$ cat src/rtl/tmwr_pkg.sv
package tmwr_pkg;

  localparam int AXI_AW = 8;
  localparam int TOT_W = 16;
  localparam int SYM_W = 8;
  localparam int MS_W = 10;
  localparam int SB_DEPTH = 256;

  localparam logic [7:0] ADDR_CTRL = 8'h00;
  localparam logic [7:0] ADDR_CFG1 = 8'h04;
  localparam logic [7:0] ADDR_CFG3 = 8'h08;
  localparam logic [7:0] ADDR_FRAME = 8'h0c;
  localparam logic [7:0] ADDR_TOTAL0 = 8'h10;
  localparam logic [7:0] ADDR_TOTAL1 = 8'h14;
  localparam logic [7:0] ADDR_STATUS = 8'h18;

  localparam int CTRL_START_BIT = 0;
  localparam int CFG1_REL_LSB = 0;
  localparam int REL_W = 7;
  localparam int CFG1_PRO_LSB = 16;
  localparam int PRO_W = 6;
  localparam int CFG3_POL_BIT = 0;
  localparam int CFG3_NOMAX_BIT = 1;
  localparam int CFG3_PRED_BIT = 2;
  localparam int CFG3_SHARED_BIT = 3;
  localparam int FRAME_W = 15;
  localparam int STAT_LAST_BIT = 0;
  localparam int STAT_READY_BIT = 1;
  localparam int STAT_POS_LSB = 8;

  localparam logic [6:0] REL_FIELD_RST = 7'h7f;
  localparam logic [5:0] PRO_RST = 6'h18;
  localparam logic [14:0] FRAME_RST = 15'h0028;

  localparam logic [7:0] REL_MIN = 8'h28;
  localparam logic [7:0] REL_MAX = 8'h80;
  localparam logic [5:0] PRO_MIN = 6'h04;
  localparam logic [5:0] PRO_MAX = 6'h30;
  localparam logic [5:0] PRO_RED_MAX = 6'h10;
  localparam logic [5:0] PRO_SP_ALIGN = 6'h08;

  localparam logic [1:0] RESP_OKAY = 2'h0;
  localparam logic [1:0] RESP_DECERR = 2'h3;

  // correction by |a-b|, index 7 first
  localparam logic [7:0][2:0] MS_LUT = {3'h0, 3'h0, 3'h1, 3'h1, 3'h1, 3'h2, 3'h2, 3'h3};

  typedef struct packed {
    logic hard;
    logic x_sign;
    logic x_zero;
    logic p0_sign;
    logic p0_zero;
    logic p1_sign;
    logic p1_zero;
  } tmwr_entry_s;

  typedef enum logic [1:0] {
    DR_IDLE = 2'b00,
    DR_RUN = 2'b01,
    DR_TAIL = 2'b11
  } tmwr_drain_e;

endpackage

$ cat src/rtl/tmwr_reenc_if.sv
`timescale 1ns/1ps
interface tmwr_reenc_if #(
  parameter int TOT_W = tmwr_pkg::TOT_W
) ();
  logic wr_valid;
  logic wr_ready;
  tmwr_pkg::tmwr_entry_s wr_entry;
  logic wr_map;
  logic wr_last;
  logic clear;
  logic [TOT_W-1:0] total0;
  logic [TOT_W-1:0] total1;

  modport feeder (output wr_valid, wr_entry, wr_map, wr_last, clear, input wr_ready, total0, total1);
  modport counter (input wr_valid, wr_entry, wr_map, wr_last, clear, output wr_ready, total0, total1);
endinterface

$ cat src/rtl/tmwr_reencoder.sv
`timescale 1ns/1ps
module tmwr_reencoder #(
  parameter int DEPTH = tmwr_pkg::SB_DEPTH,
  parameter int TOT_W = tmwr_pkg::TOT_W
) (
  input wire logic aclk,
  input wire logic aresetn,
  tmwr_reenc_if.counter rif
);
  localparam int AW = $clog2(DEPTH);

  typedef struct packed {
    logic wbank;
    logic [AW:0] widx;
    logic pending;
    logic [AW:0] pend_cnt;
    logic pend_map;
    tmwr_pkg::tmwr_drain_e dst;
    logic rbank;
    logic [AW:0] ridx;
    logic [AW:0] rcnt;
    logic rmap;
    logic rd_v;
    logic [2:0] enc0;
    logic [2:0] enc1;
    logic [TOT_W-1:0] total0;
    logic [TOT_W-1:0] total1;
    logic ready;
  } tmwr_reenc_s;

  tmwr_reenc_s st;
  tmwr_reenc_s next_st;
  tmwr_pkg::tmwr_entry_s mem [2*DEPTH];
  tmwr_pkg::tmwr_entry_s rd_q;
  logic wr_fire;
  logic wr_end;
  logic [AW:0] waddr;
  logic [AW:0] raddr;
  logic d;
  logic f;
  logic ep0;
  logic ep1;
  logic mx;
  logic m0;
  logic m1;
  logic [2:0] es;
  logic [1:0] inc;

  always_comb begin
    next_st = st;
    wr_fire = rif.wr_valid && st.ready;
    waddr = {st.wbank, st.widx[AW-1:0]};
    raddr = {st.rbank, st.ridx[AW-1:0]};
    // a full bank closes the sub-block
    wr_end = wr_fire && (rif.wr_last || st.widx == (AW+1)'(DEPTH-1));
    // rsc encoder, one step per entry
    d = rd_q.hard;
    es = st.rmap ? st.enc1 : st.enc0;
    f = d ^ es[1] ^ es[2];
    ep0 = f ^ es[0] ^ es[2];
    ep1 = f ^ es[0] ^ es[1] ^ es[2];
    // second pass ignores systematic
    mx = !st.rmap && !rd_q.x_zero && (d != rd_q.x_sign);
    // zero symbols carry no sign
    m0 = !rd_q.p0_zero && (ep0 != rd_q.p0_sign);
    m1 = !rd_q.p1_zero && (ep1 != rd_q.p1_sign);
    inc = {1'b0, mx} + {1'b0, m0} + {1'b0, m1};
    next_st.rd_v = 1'b0;
    if (st.rd_v) begin
      // separate totals per pass
      if (st.rmap) begin
        next_st.enc1 = {es[1:0], f};
        next_st.total1 = st.total1 + TOT_W'(inc);
      end else begin
        next_st.enc0 = {es[1:0], f};
        next_st.total0 = st.total0 + TOT_W'(inc);
      end
    end
    if (wr_fire) begin
      next_st.widx = st.widx + 1'b1;
    end
    // other bank still draining, hold this one
    if (wr_end && st.dst != tmwr_pkg::DR_IDLE) begin
      next_st.pending = 1'b1;
      next_st.pend_cnt = st.widx + 1'b1;
      next_st.pend_map = rif.wr_map;
    end
    case (st.dst)
      tmwr_pkg::DR_IDLE: begin
        // swap banks, drain the filled one
        if (st.pending) begin
          next_st.rbank = st.wbank;
          next_st.rcnt = st.pend_cnt;
          next_st.rmap = st.pend_map;
          next_st.ridx = '0;
          next_st.dst = tmwr_pkg::DR_RUN;
          next_st.wbank = ~st.wbank;
          next_st.widx = '0;
          next_st.pending = 1'b0;
        end else if (wr_end) begin
          next_st.rbank = st.wbank;
          next_st.rcnt = st.widx + 1'b1;
          next_st.rmap = rif.wr_map;
          next_st.ridx = '0;
          next_st.dst = tmwr_pkg::DR_RUN;
          next_st.wbank = ~st.wbank;
          next_st.widx = '0;
        end
      end
      tmwr_pkg::DR_RUN: begin
        next_st.rd_v = 1'b1;
        next_st.ridx = st.ridx + 1'b1;
        if (st.ridx + 1'b1 == st.rcnt) begin
          next_st.dst = tmwr_pkg::DR_TAIL;
        end
      end
      tmwr_pkg::DR_TAIL: begin
        next_st.dst = tmwr_pkg::DR_IDLE;
      end
      default: begin
        next_st.dst = tmwr_pkg::DR_IDLE;
      end
    endcase
    next_st.ready = !next_st.pending;
    // new frame wipes totals and encoders
    if (rif.clear) begin
      next_st = '0;
      next_st.ready = 1'b1;
    end
  end

  always_ff @(posedge aclk) begin
    if (!aresetn) begin
      st <= '0;
      st.ready <= 1'b1;
    end else begin
      st <= next_st;
    end
  end

  // two banks of sub-block entries
  always_ff @(posedge aclk) begin
    if (wr_fire) begin
      mem[waddr] <= rif.wr_entry;
    end
    rd_q <= mem[raddr];
  end

  assign rif.wr_ready = st.ready;
  assign rif.total0 = st.total0;
  assign rif.total1 = st.total1;
endmodule // tmwr_reencoder

$ cat src/rtl/tmwr_top.sv
// Contract
// reliability per window may be anything from 40 to 128 symbols.
// prolog length programmable 4 to 48; software picks by puncturing.
// with prolog reduction, software keeps prolog between 4 and 16.
// in shared mode, software keeps prolog a multiple of 8.
// sub-block at most 256 symbols, one or two windows of at most 128.
// last window may be short; beta starts from tails, no beta prolog.
// software sizes reliability so the last window keeps a positive remainder.
// software writes reliability minus one into config word one.
// bad sizing never raises an error; decoding simply runs on.
// input is always a rate 1/5 de-punctured stream.
// polarity bit negates each soft symbol internally, no extra cycles; code negates only x, p0, p1, a priori and extrinsic pass unchanged.
// recursion uses max-star or plain max, chosen per frame.
// up to 256 entries per sub-block in a double-buffered memory.
// entry holds sign and zero flag of x, p0, p1, plus hard bit.
// hard bit is sign of systematic plus a priori plus extrinsic.
// hard bits re-encoded into systematic and two parity streams.
// sign mismatches counted, skipping positions flagged as zero.
// first and second pass mismatch totals kept apart, both output.
// first pass compares x, p0, p1; second pass only p0, p1.
// re-encoder fed directly from the hard-decision stream.
// max-star control bit 0 adds table correction, 1 gives plain max.
// both totals cleared at each frame start before any counting.
//
// Chosen here: register access over AXI4-Lite and the register offsets.
`timescale 1ns/1ps
module tmwr_top #(
  parameter int SYM_W = tmwr_pkg::SYM_W,
  parameter int MS_W = tmwr_pkg::MS_W,
  parameter int TOT_W = tmwr_pkg::TOT_W
) (
  input wire logic aclk,
  input wire logic aresetn,
  input wire logic [tmwr_pkg::AXI_AW-1:0] s_axi_awaddr,
  input wire logic s_axi_awvalid,
  output logic s_axi_awready,
  input wire logic [31:0] s_axi_wdata,
  input wire logic [3:0] s_axi_wstrb,
  input wire logic s_axi_wvalid,
  output logic s_axi_wready,
  output logic [1:0] s_axi_bresp,
  output logic s_axi_bvalid,
  input wire logic s_axi_bready,
  input wire logic [tmwr_pkg::AXI_AW-1:0] s_axi_araddr,
  input wire logic s_axi_arvalid,
  output logic s_axi_arready,
  output logic [31:0] s_axi_rdata,
  output logic [1:0] s_axi_rresp,
  output logic s_axi_rvalid,
  input wire logic s_axi_rready,
  input wire logic sym_valid,
  output logic sym_ready,
  input wire logic [SYM_W-1:0] sym_x,
  input wire logic [SYM_W-1:0] sym_p0,
  input wire logic [SYM_W-1:0] sym_p1,
  input wire logic [SYM_W-1:0] sym_apriori,
  input wire logic [SYM_W-1:0] sym_extr,
  input wire logic sym_map,
  output logic [7:0] win_rel_len,
  output logic [5:0] win_prolog_len,
  output logic win_beta_from_tail,
  output logic map_plain_max,
  input wire logic ms_valid,
  input wire logic [MS_W-1:0] ms_a,
  input wire logic [MS_W-1:0] ms_b,
  output logic ms_out_valid,
  output logic [MS_W:0] ms_out,
  output logic [TOT_W-1:0] first_pass_mismatch_total,
  output logic [TOT_W-1:0] second_pass_mismatch_total
);
  typedef struct packed {
    logic awready;
    logic wready;
    logic bvalid;
    logic [1:0] bresp;
    logic aw_got;
    logic [7:0] aw_addr;
    logic w_got;
    logic [31:0] w_data;
    logic [3:0] w_strb;
    logic arready;
    logic rvalid;
    logic [1:0] rresp;
    logic [31:0] rdata;
    logic [6:0] rel_field;
    logic [5:0] prolog;
    logic pol_inv;
    logic no_max_star;
    logic prolog_reduce;
    logic shared_mode;
    logic [14:0] frame_len;
    logic clear;
    logic [7:0] win_pos;
    logic [1:0] win_in_sb;
    logic [14:0] consumed;
    logic [14:0] win_start;
    logic win_last;
    logic [7:0] rel_len;
    logic ms_v;
    logic [MS_W:0] ms_out;
  } tmwr_top_s;

  tmwr_top_s st;
  tmwr_top_s next_st;
  tmwr_reenc_if #(.TOT_W(TOT_W)) rif ();

  logic start_frame;
  logic [31:0] rd;
  logic [1:0] rresp_v;
  logic sym_fire;
  logic [7:0] rel;
  logic frame_end;
  logic win_end;
  logic sb_end;
  logic [1:0] sw_per_sb;
  logic [SYM_W-1:0] x_c;
  logic [SYM_W-1:0] p0_c;
  logic [SYM_W-1:0] p1_c;
  logic [SYM_W+1:0] hsum;
  tmwr_pkg::tmwr_entry_s entry;
  logic [MS_W:0] diff;
  logic a_ge;
  logic [MS_W-1:0] mx;
  logic [MS_W:0] absd;
  logic [2:0] corr;

  // saturate so the most negative code still flips sign
  function automatic logic [SYM_W-1:0] tmwr_pol(input logic [SYM_W-1:0] v, input logic inv);
    logic [SYM_W-1:0] r;
    r = v;
    if (inv) begin
      if (v == {1'b1, {(SYM_W-1){1'b0}}}) begin
        r = {1'b0, {(SYM_W-1){1'b1}}};
      end else begin
        r = -v;
      end
    end
    return r;
  endfunction

  always_comb begin
    next_st = st;
    next_st.clear = 1'b0;
    start_frame = 1'b0;
    rd = 32'h0000_0000;
    rresp_v = tmwr_pkg::RESP_OKAY;

    if (s_axi_awvalid && st.awready) begin
      next_st.aw_got = 1'b1;
      next_st.aw_addr = s_axi_awaddr;
    end
    if (s_axi_wvalid && st.wready) begin
      next_st.w_got = 1'b1;
      next_st.w_data = s_axi_wdata;
      next_st.w_strb = s_axi_wstrb;
    end
    if (st.bvalid && s_axi_bready) begin
      next_st.bvalid = 1'b0;
    end
    if (st.aw_got && st.w_got && !st.bvalid) begin
      next_st.aw_got = 1'b0;
      next_st.w_got = 1'b0;
      next_st.bvalid = 1'b1;
      next_st.bresp = tmwr_pkg::RESP_OKAY;
      case (st.aw_addr)
        tmwr_pkg::ADDR_CTRL: begin
          start_frame = st.w_strb[0] && st.w_data[tmwr_pkg::CTRL_START_BIT];
        end
        tmwr_pkg::ADDR_CFG1: begin
          // field holds reliability minus one
          if (st.w_strb[0]) begin
            next_st.rel_field = st.w_data[tmwr_pkg::CFG1_REL_LSB +: tmwr_pkg::REL_W];
          end
          // prolog length stored as written
          if (st.w_strb[2]) begin
            next_st.prolog = st.w_data[tmwr_pkg::CFG1_PRO_LSB +: tmwr_pkg::PRO_W];
          end
        end
        tmwr_pkg::ADDR_CFG3: begin
          if (st.w_strb[0]) begin
            next_st.pol_inv = st.w_data[tmwr_pkg::CFG3_POL_BIT];
            next_st.no_max_star = st.w_data[tmwr_pkg::CFG3_NOMAX_BIT];
            next_st.prolog_reduce = st.w_data[tmwr_pkg::CFG3_PRED_BIT];
            next_st.shared_mode = st.w_data[tmwr_pkg::CFG3_SHARED_BIT];
          end
        end
        tmwr_pkg::ADDR_FRAME: begin
          if (st.w_strb[0]) begin
            next_st.frame_len[7:0] = st.w_data[7:0];
          end
          if (st.w_strb[1]) begin
            next_st.frame_len[14:8] = st.w_data[14:8];
          end
        end
        tmwr_pkg::ADDR_TOTAL0, tmwr_pkg::ADDR_TOTAL1, tmwr_pkg::ADDR_STATUS: begin
        end
        default: begin
          next_st.bresp = tmwr_pkg::RESP_DECERR;
        end
      endcase
    end
    next_st.awready = !next_st.aw_got && !next_st.bvalid;
    next_st.wready = !next_st.w_got && !next_st.bvalid;

    case (s_axi_araddr)
      tmwr_pkg::ADDR_CTRL: rd = 32'h0000_0000;
      tmwr_pkg::ADDR_CFG1: begin
        rd[tmwr_pkg::CFG1_REL_LSB +: tmwr_pkg::REL_W] = st.rel_field;
        rd[tmwr_pkg::CFG1_PRO_LSB +: tmwr_pkg::PRO_W] = st.prolog;
      end
      tmwr_pkg::ADDR_CFG3: begin
        rd[tmwr_pkg::CFG3_POL_BIT] = st.pol_inv;
        rd[tmwr_pkg::CFG3_NOMAX_BIT] = st.no_max_star;
        rd[tmwr_pkg::CFG3_PRED_BIT] = st.prolog_reduce;
        rd[tmwr_pkg::CFG3_SHARED_BIT] = st.shared_mode;
      end
      tmwr_pkg::ADDR_FRAME: rd[tmwr_pkg::FRAME_W-1:0] = st.frame_len;
      tmwr_pkg::ADDR_TOTAL0: rd[TOT_W-1:0] = rif.total0;
      tmwr_pkg::ADDR_TOTAL1: rd[TOT_W-1:0] = rif.total1;
      tmwr_pkg::ADDR_STATUS: begin
        rd[tmwr_pkg::STAT_LAST_BIT] = st.win_last;
        rd[tmwr_pkg::STAT_READY_BIT] = rif.wr_ready;
        rd[tmwr_pkg::STAT_POS_LSB +: 8] = st.win_pos;
      end
      default: rresp_v = tmwr_pkg::RESP_DECERR;
    endcase
    if (st.rvalid && s_axi_rready) begin
      next_st.rvalid = 1'b0;
    end
    if (s_axi_arvalid && st.arready) begin
      next_st.rvalid = 1'b1;
      next_st.rdata = rd;
      next_st.rresp = rresp_v;
    end
    next_st.arready = !next_st.rvalid;

    // any reliability 1..128 is taken, 40..128 intended
    rel = {1'b0, st.rel_field} + 8'h01;
    next_st.rel_len = rel;
    // symbols go straight into the re-encode memory
    sym_fire = sym_valid && rif.wr_ready;
    frame_end = (st.consumed + 15'h0001) == st.frame_len;
    win_end = ((st.win_pos + 8'h01) == rel) || frame_end;
    // short frames need one window per sub-block
    sw_per_sb = (st.frame_len <= {7'h00, tmwr_pkg::REL_MAX}) ? 2'h1 : 2'h2;
    sb_end = frame_end || (win_end && (st.win_in_sb + 2'h1) == sw_per_sb);
    if (sym_fire) begin
      next_st.consumed = st.consumed + 15'h0001;
      next_st.win_pos = st.win_pos + 8'h01;
      if (win_end) begin
        next_st.win_pos = 8'h00;
        next_st.win_start = st.consumed + 15'h0001;
        next_st.win_in_sb = sb_end ? 2'h0 : st.win_in_sb + 2'h1;
      end
      if (frame_end) begin
        next_st.consumed = 15'h0000;
        next_st.win_start = 15'h0000;
      end
    end
    // start pulse clears totals
    if (start_frame) begin
      next_st.clear = 1'b1;
      next_st.consumed = 15'h0000;
      next_st.win_pos = 8'h00;
      next_st.win_in_sb = 2'h0;
      next_st.win_start = 15'h0000;
    end
    // remainder fits one window, beta from tails
    next_st.win_last = (next_st.frame_len - next_st.win_start) <= {7'h00, rel};
    // out-of-range sizing is never flagged

    // negate channel symbols when asked
    x_c = tmwr_pol(sym_x, st.pol_inv);
    p0_c = tmwr_pol(sym_p0, st.pol_inv);
    p1_c = tmwr_pol(sym_p1, st.pol_inv);
    // hard bit from x plus a priori plus extrinsic
    hsum = {{2{x_c[SYM_W-1]}}, x_c} + {{2{sym_apriori[SYM_W-1]}}, sym_apriori} + {{2{sym_extr[SYM_W-1]}}, sym_extr};
    // sign and zero flag per symbol
    entry.hard = hsum[SYM_W+1];
    entry.x_sign = x_c[SYM_W-1];
    entry.x_zero = (x_c == '0);
    entry.p0_sign = p0_c[SYM_W-1];
    entry.p0_zero = (p0_c == '0);
    entry.p1_sign = p1_c[SYM_W-1];
    entry.p1_zero = (p1_c == '0);

    // max-star kernel, per-frame choice
    diff = {ms_a[MS_W-1], ms_a} - {ms_b[MS_W-1], ms_b};
    a_ge = !diff[MS_W];
    mx = a_ge ? ms_a : ms_b;
    absd = a_ge ? diff : -diff;
    // control bit set drops the correction
    corr = (st.no_max_star || absd[MS_W:3] != '0) ? 3'h0 : tmwr_pkg::MS_LUT[absd[2:0]];
    next_st.ms_v = ms_valid;
    if (ms_valid) begin
      next_st.ms_out = {mx[MS_W-1], mx} + {{(MS_W-2){1'b0}}, corr};
    end
  end

  always_ff @(posedge aclk) begin
    if (!aresetn) begin
      st <= '0;
      st.awready <= 1'b1;
      st.wready <= 1'b1;
      st.arready <= 1'b1;
      st.rel_field <= tmwr_pkg::REL_FIELD_RST;
      st.prolog <= tmwr_pkg::PRO_RST;
      st.frame_len <= tmwr_pkg::FRAME_RST;
      st.rel_len <= tmwr_pkg::REL_MAX;
    end else begin
      st <= next_st;
    end
  end

  // three symbols per step of the rate 1/5 stream
  assign rif.wr_valid = sym_valid;
  assign rif.wr_entry = entry;
  assign rif.wr_map = sym_map;
  assign rif.wr_last = sb_end;
  assign rif.clear = st.clear;

  tmwr_reencoder #(.DEPTH(tmwr_pkg::SB_DEPTH), .TOT_W(TOT_W)) u_reenc (
    .aclk(aclk),
    .aresetn(aresetn),
    .rif(rif.counter)
  );

  assign s_axi_awready = st.awready;
  assign s_axi_wready = st.wready;
  assign s_axi_bvalid = st.bvalid;
  assign s_axi_bresp = st.bresp;
  assign s_axi_arready = st.arready;
  assign s_axi_rvalid = st.rvalid;
  assign s_axi_rdata = st.rdata;
  assign s_axi_rresp = st.rresp;
  assign sym_ready = rif.wr_ready;
  assign win_rel_len = st.rel_len;
  assign win_prolog_len = st.prolog;
  assign win_beta_from_tail = st.win_last;
  assign map_plain_max = st.no_max_star;
  assign ms_out_valid = st.ms_v;
  assign ms_out = st.ms_out;
  assign first_pass_mismatch_total = rif.total0;
  assign second_pass_mismatch_total = rif.total1;
endmodule // tmwr_top

$ cat config.mk
export PLATFORM = sky130hd
export DESIGN_NAME = tmwr_top
export DESIGN_NICKNAME = d
export VERILOG_FILES = /design/src/rtl/tmwr_pkg.sv /design/src/rtl/tmwr_reenc_if.sv /design/src/rtl/tmwr_reencoder.sv /design/src/rtl/tmwr_top.sv
export SDC_FILE = /design/constraint.sdc
export NUM_CORES = 2
export LEC_CHECK = 0
export ABC_AREA = 1
export BUFFER_PORTS_ARGS = -buffer_cell sky130_fd_sc_hd__buf_2
export CORE_MARGIN = 10
export CORE_UTILIZATION = 33
export DETAILED_ROUTE_END_ITERATION = 10
export GPL_ROUTABILITY_DRIVEN = 0
export PLACE_DENSITY_LB_ADDON = 0.08
export SKIP_CTS_REPAIR_TIMING = 1
export SLEW_MARGIN = 40
export SYNTH_ARGS = -nofsm -noshare
export SYNTH_HDL_FRONTEND = slang
export SYNTH_SLANG_ARGS = --single-unit
$ cat constraint.sdc
create_clock -name aclk -period 84.3 [get_ports aclk]
set_input_delay 8.43 -clock aclk [delete_from_list [all_inputs] [get_ports aclk]]
set_output_delay 8.43 -clock aclk [all_outputs]
set_load 0.05 [all_outputs]
==> impl_metrics.env <==
export IMPL_grt_max_degree=174
export IMPL_drt_first_pass_iters=6
export IMPL_totalWireLength_mm=526
export IMPL_ys_types=64
export IMPL_rows=253
export IMPL_cts_tree="yes"
export IMPL_holdWs_ns=0.453
export IMPL_period_needed_ns=12.69
export IMPL_grt_pass1_vias=102000
export IMPL_ys_flop_type="edfxtp_1"
export IMPL_leakagePower_nw=59.7
export IMPL_netlist_area_sq_um=157000
export IMPL_synth_edf_count=3584
export IMPL_drive_gt1_share_pct=8.57
export IMPL_worstSetupEndpointType="flip-flop"
export IMPL_synth_top_area_share_pct=68.5
export IMPL_core_sq_um=475000
export IMPL_pwr_share_seq_pct=52.3
export IMPL_ys_warn_count=0
export IMPL_drc=0
export IMPL_power_frac_clock_pct=44.4
export IMPL_fmax_ghz=0.0788
export IMPL_final_setup_viol_count=0
export IMPL_synth_top_cell_by_area="edfxtp_1"
export IMPL_syn2layout_area_growth_pct=12.9
export IMPL_fp_dieW_um=710
export IMPL_crit_path_start="sym_x[0]"
export IMPL_reg2regPathDepth=14
export IMPL_switching_share_pct=21.9
export IMPL_initial_utilization_pct=33.1
export IMPL_htreeDepth=5
export IMPL_vdd_drop_max_mv=0.0179
export IMPL_vias_per_cell=5.41
export IMPL_status="finished clean"
export IMPL_worst_slew_pin_slew_ns=0.998
export IMPL_rr_endpoint="u_reenc.mem[449][6]"
export IMPL_layout_common_cells="3,584 x edfxtp_1, 2,615 x nor2_1, 2,101 x o21ai_0, 872 x nand2_1, 516 x o22ai_1"
export IMPL_syn_area_per_cell_sq_um=12.1
export IMPL_grt_usage_pct=20.0
export IMPL_cp_max_fo=64
export IMPL_cap_violations=0
export IMPL_ant_nets=0
export IMPL_cts_buffers=428
export IMPL_layout_commonest_cell="edfxtp_1"
export IMPL_synthTopCellsByArea="edfxtp_1 69%, o21ai_0 6.7%, nor2_1 6.3%, dfxtp_1 3.1%, o221ai_1 2.4%"
export IMPL_worstPathRequired_ns=84.98
export IMPL_wire_per_inst_um=27.1
export IMPL_syn_inst=13000
export IMPL_port_buffers=201
export IMPL_path_clk_slew_ns=0.06
export IMPL_n_fill_cell=45400
export IMPL_hold_path_class="flip-flop to flip-flop"
export IMPL_ys_seq_area_share_pct=71.7
export IMPL_ys_ff_latch=3831
export IMPL_cts_root_buffer="clkbuf_16"
export IMPL_p_int_w=0.00316
export IMPL_vias=105000
export IMPL_antenna_found_initial=22
export IMPL_cts_buffer_depth=4
export IMPL_final_nets=13000
export IMPL_r2r_start="st[80]"
export IMPL_rrSetupSlack_ns=78.32
export IMPL_rsz0062_at_grt="no"
export IMPL_pwr_density_cell_nw_per_um2=22.8
export IMPL_clkLatencyLatePin_ns=1.01
export IMPL_slew_viol_final=0
export IMPL_grt_overflow=0
export IMPL_cp_endpoint="u_reenc.mem[449][6]"
export IMPL_setup_tns_ns=0
export IMPL_relSlewSlack_pct=33.5
export IMPL_dieArea_sq_um=504000
export IMPL_hold_viol=0
export IMPL_die_y_um=710
export IMPL_power_switching_w=0.000885
export IMPL_period_share_pct=15.1
export IMPL_p_comb_share_pct=3.2
export IMPL_first_iter_violations=9574
export IMPL_start_kind="input pin"
export IMPL_hold_depth=2
export IMPL_place_hpwl_mm=303
export IMPL_cp_arrival_ns=13.37
export IMPL_async_flop_share_pct=0
export IMPL_grt_pass1_wl_mm=748
export IMPL_critPathKind="input pin to flip-flop"
export IMPL_fin_skew_ns=0.0388
export IMPL_io_pins=224
export IMPL_clock_sinks=3831
## state kept, by name (all words and copies together), names as in the netlist, 6 cells and up
| register | flops |
|---|---|
| win_rel_len | 8 |
| u_reenc.rd_q | 6 |
| u_reenc.rif.total1 | 16 |
| s_axi_rdata | 22 |
| win_prolog_len | 6 |
| u_reenc.mem | 3584 |
| u_reenc.st | 41 |
| u_reenc.rif.total0 | 16 |
| ms_out | 11 |
| u_reenc.raddr | 9 |
| st | 99 |
## cells in the mapped netlist, types with 3 or more instances
| cell type | instances |
|---|---|
| buf_4 | 109 |
| buf_6 | 9 |
| a2111oi_0 | 3 |
| nand3_1 | 426 |
| buf_1 | 72 |
| nand2_2 | 12 |
| xor2_1 | 42 |
| nor4_1 | 10 |
| o21a_1 | 11 |
| o211ai_1 | 153 |
| nor2_2 | 4 |
| a221oi_1 | 5 |
| a211oi_1 | 16 |
| buf_2 | 249 |
| nor2_4 | 5 |
| clkbuf_1 | 588 |
| nand4_1 | 40 |
| or2_2 | 14 |
| a31oi_1 | 16 |
| dfxtp_1 | 247 |
| a21o_1 | 5 |
| ha_1 | 60 |
| o21bai_1 | 3 |
| edfxtp_1 | 3584 |
| o21ai_1 | 13 |
| or2_1 | 4 |
| nor3_1 | 58 |
| clkinv_1 | 8 |
| a21oi_1 | 247 |
| o31ai_1 | 9 |
| fa_1 | 13 |
| nor2_1 | 2637 |
| xnor2_1 | 21 |
| o221ai_1 | 425 |
| o21ai_0 | 2109 |
| a21oi_2 | 5 |
| o22ai_1 | 516 |
| inv_1 | 292 |
| inv_2 | 5 |
| nand2_4 | 3 |
| nand2_1 | 891 |
## power groups by stage
stage / logic, W / registers (W) / clock network (W)
floorplan: 0.0000638 / 0.00220 / 0
CTS: 0.000133 / 0.00212 / 0.00183
finish: 0.000131 / 0.00212 / 0.00180
global route: 0.000144 / 0.00211 / 0.00191
detailed placement: 0.000132 / 0.00216 / 0
global placement: 0.000129 / 0.00215 / 0
## critical path, stage by stage
cell and delay [ns]:
buf_2 0.08, inv_1 0.05, ha_1 0.21, nand2_1 0.12, nor3_1 0.07, or2_2 0.28
xor2_1 0.16, or2_2 0.30, fa_1 0.45, ha_1 0.31, a21oi_1 0.18, nor2_1 0.06
a211oi_1 0.16, nand2_1 0.15, xor2_4 0.14, buf_4 0.59, buf_4 0.65, buf_4 0.71
## worst min-delay path by stage
stage / startpoint / endpoint / slack (ns)
4_1_cts: st[152] / st[152] / 0.45
3_5_place_dp: u_reenc.st[67] / u_reenc.st[67] / 0.44
3_3_place_gp: u_reenc.st[69] / u_reenc.st[69] / 0.44
2_1_floorplan: st[148] / st[148] / 0.42
6_report: st[152] / st[152] / 0.45
5_1_grt: u_reenc.st[67] / u_reenc.st[67] / 0.47
## stage by stage
step	utilization [%]	instances	setup WS [ns]	power (W)	instance area, sq um
finish	37.4	19400	71.61	0.00404	177000
CTS	37.3	19400	71.47	0.00408	177000
global route	37.4	19400	71.34	0.00417	177000
floorplan	-	13000	22.70	0.00226	157000
detailed placement	34.5	18600	70.37	0.00229	164000
global placement	34.4	18600	70.34	0.00228	163000
## final cells by class
class | count | area (sq um) | share of cell area (%)
clock buffers | 556 | 11400 | 6.41
clock inverters | 221 | 1920 | 1.08
inverters | 306 | 1190 | 0.674
repair buffers | 423 | 3330 | 1.88
well taps | 6247 | 7820 | 4.41
multi-input cells | 7816 | 39100 | 22.0
diodes | 9 | 22.5 | 0.0127
flip-flops and latches | 3831 | 113000 | 63.5
## logic make-up (layout without fill, tap and decap cells)
logic type | Yosys count | count (layout) | share of synthesized area [%]
simple gates | 4119 | 4119 | 10.5
other cells | 1 | 19 | 0.00239
buf+inv | 1334 | 1506 | 3.70
xor+xnor | 66 | 66 | 0.386
flops | 3831 | 3831 | 71.7
compound gates | 3546 | 3546 | 13.1
fa+ha+maj | 73 | 73 | 0.644
mux | 2 | 2 | 0.0135
## metal layers
metal	track usage (%)	share of wire [%]
met3	2.59	5.6
met5	0	0
met1	28.2	45
met2	32.4	47
met4	5.82	3.0
No activity file was read; power rests on OpenSTA's default activity.
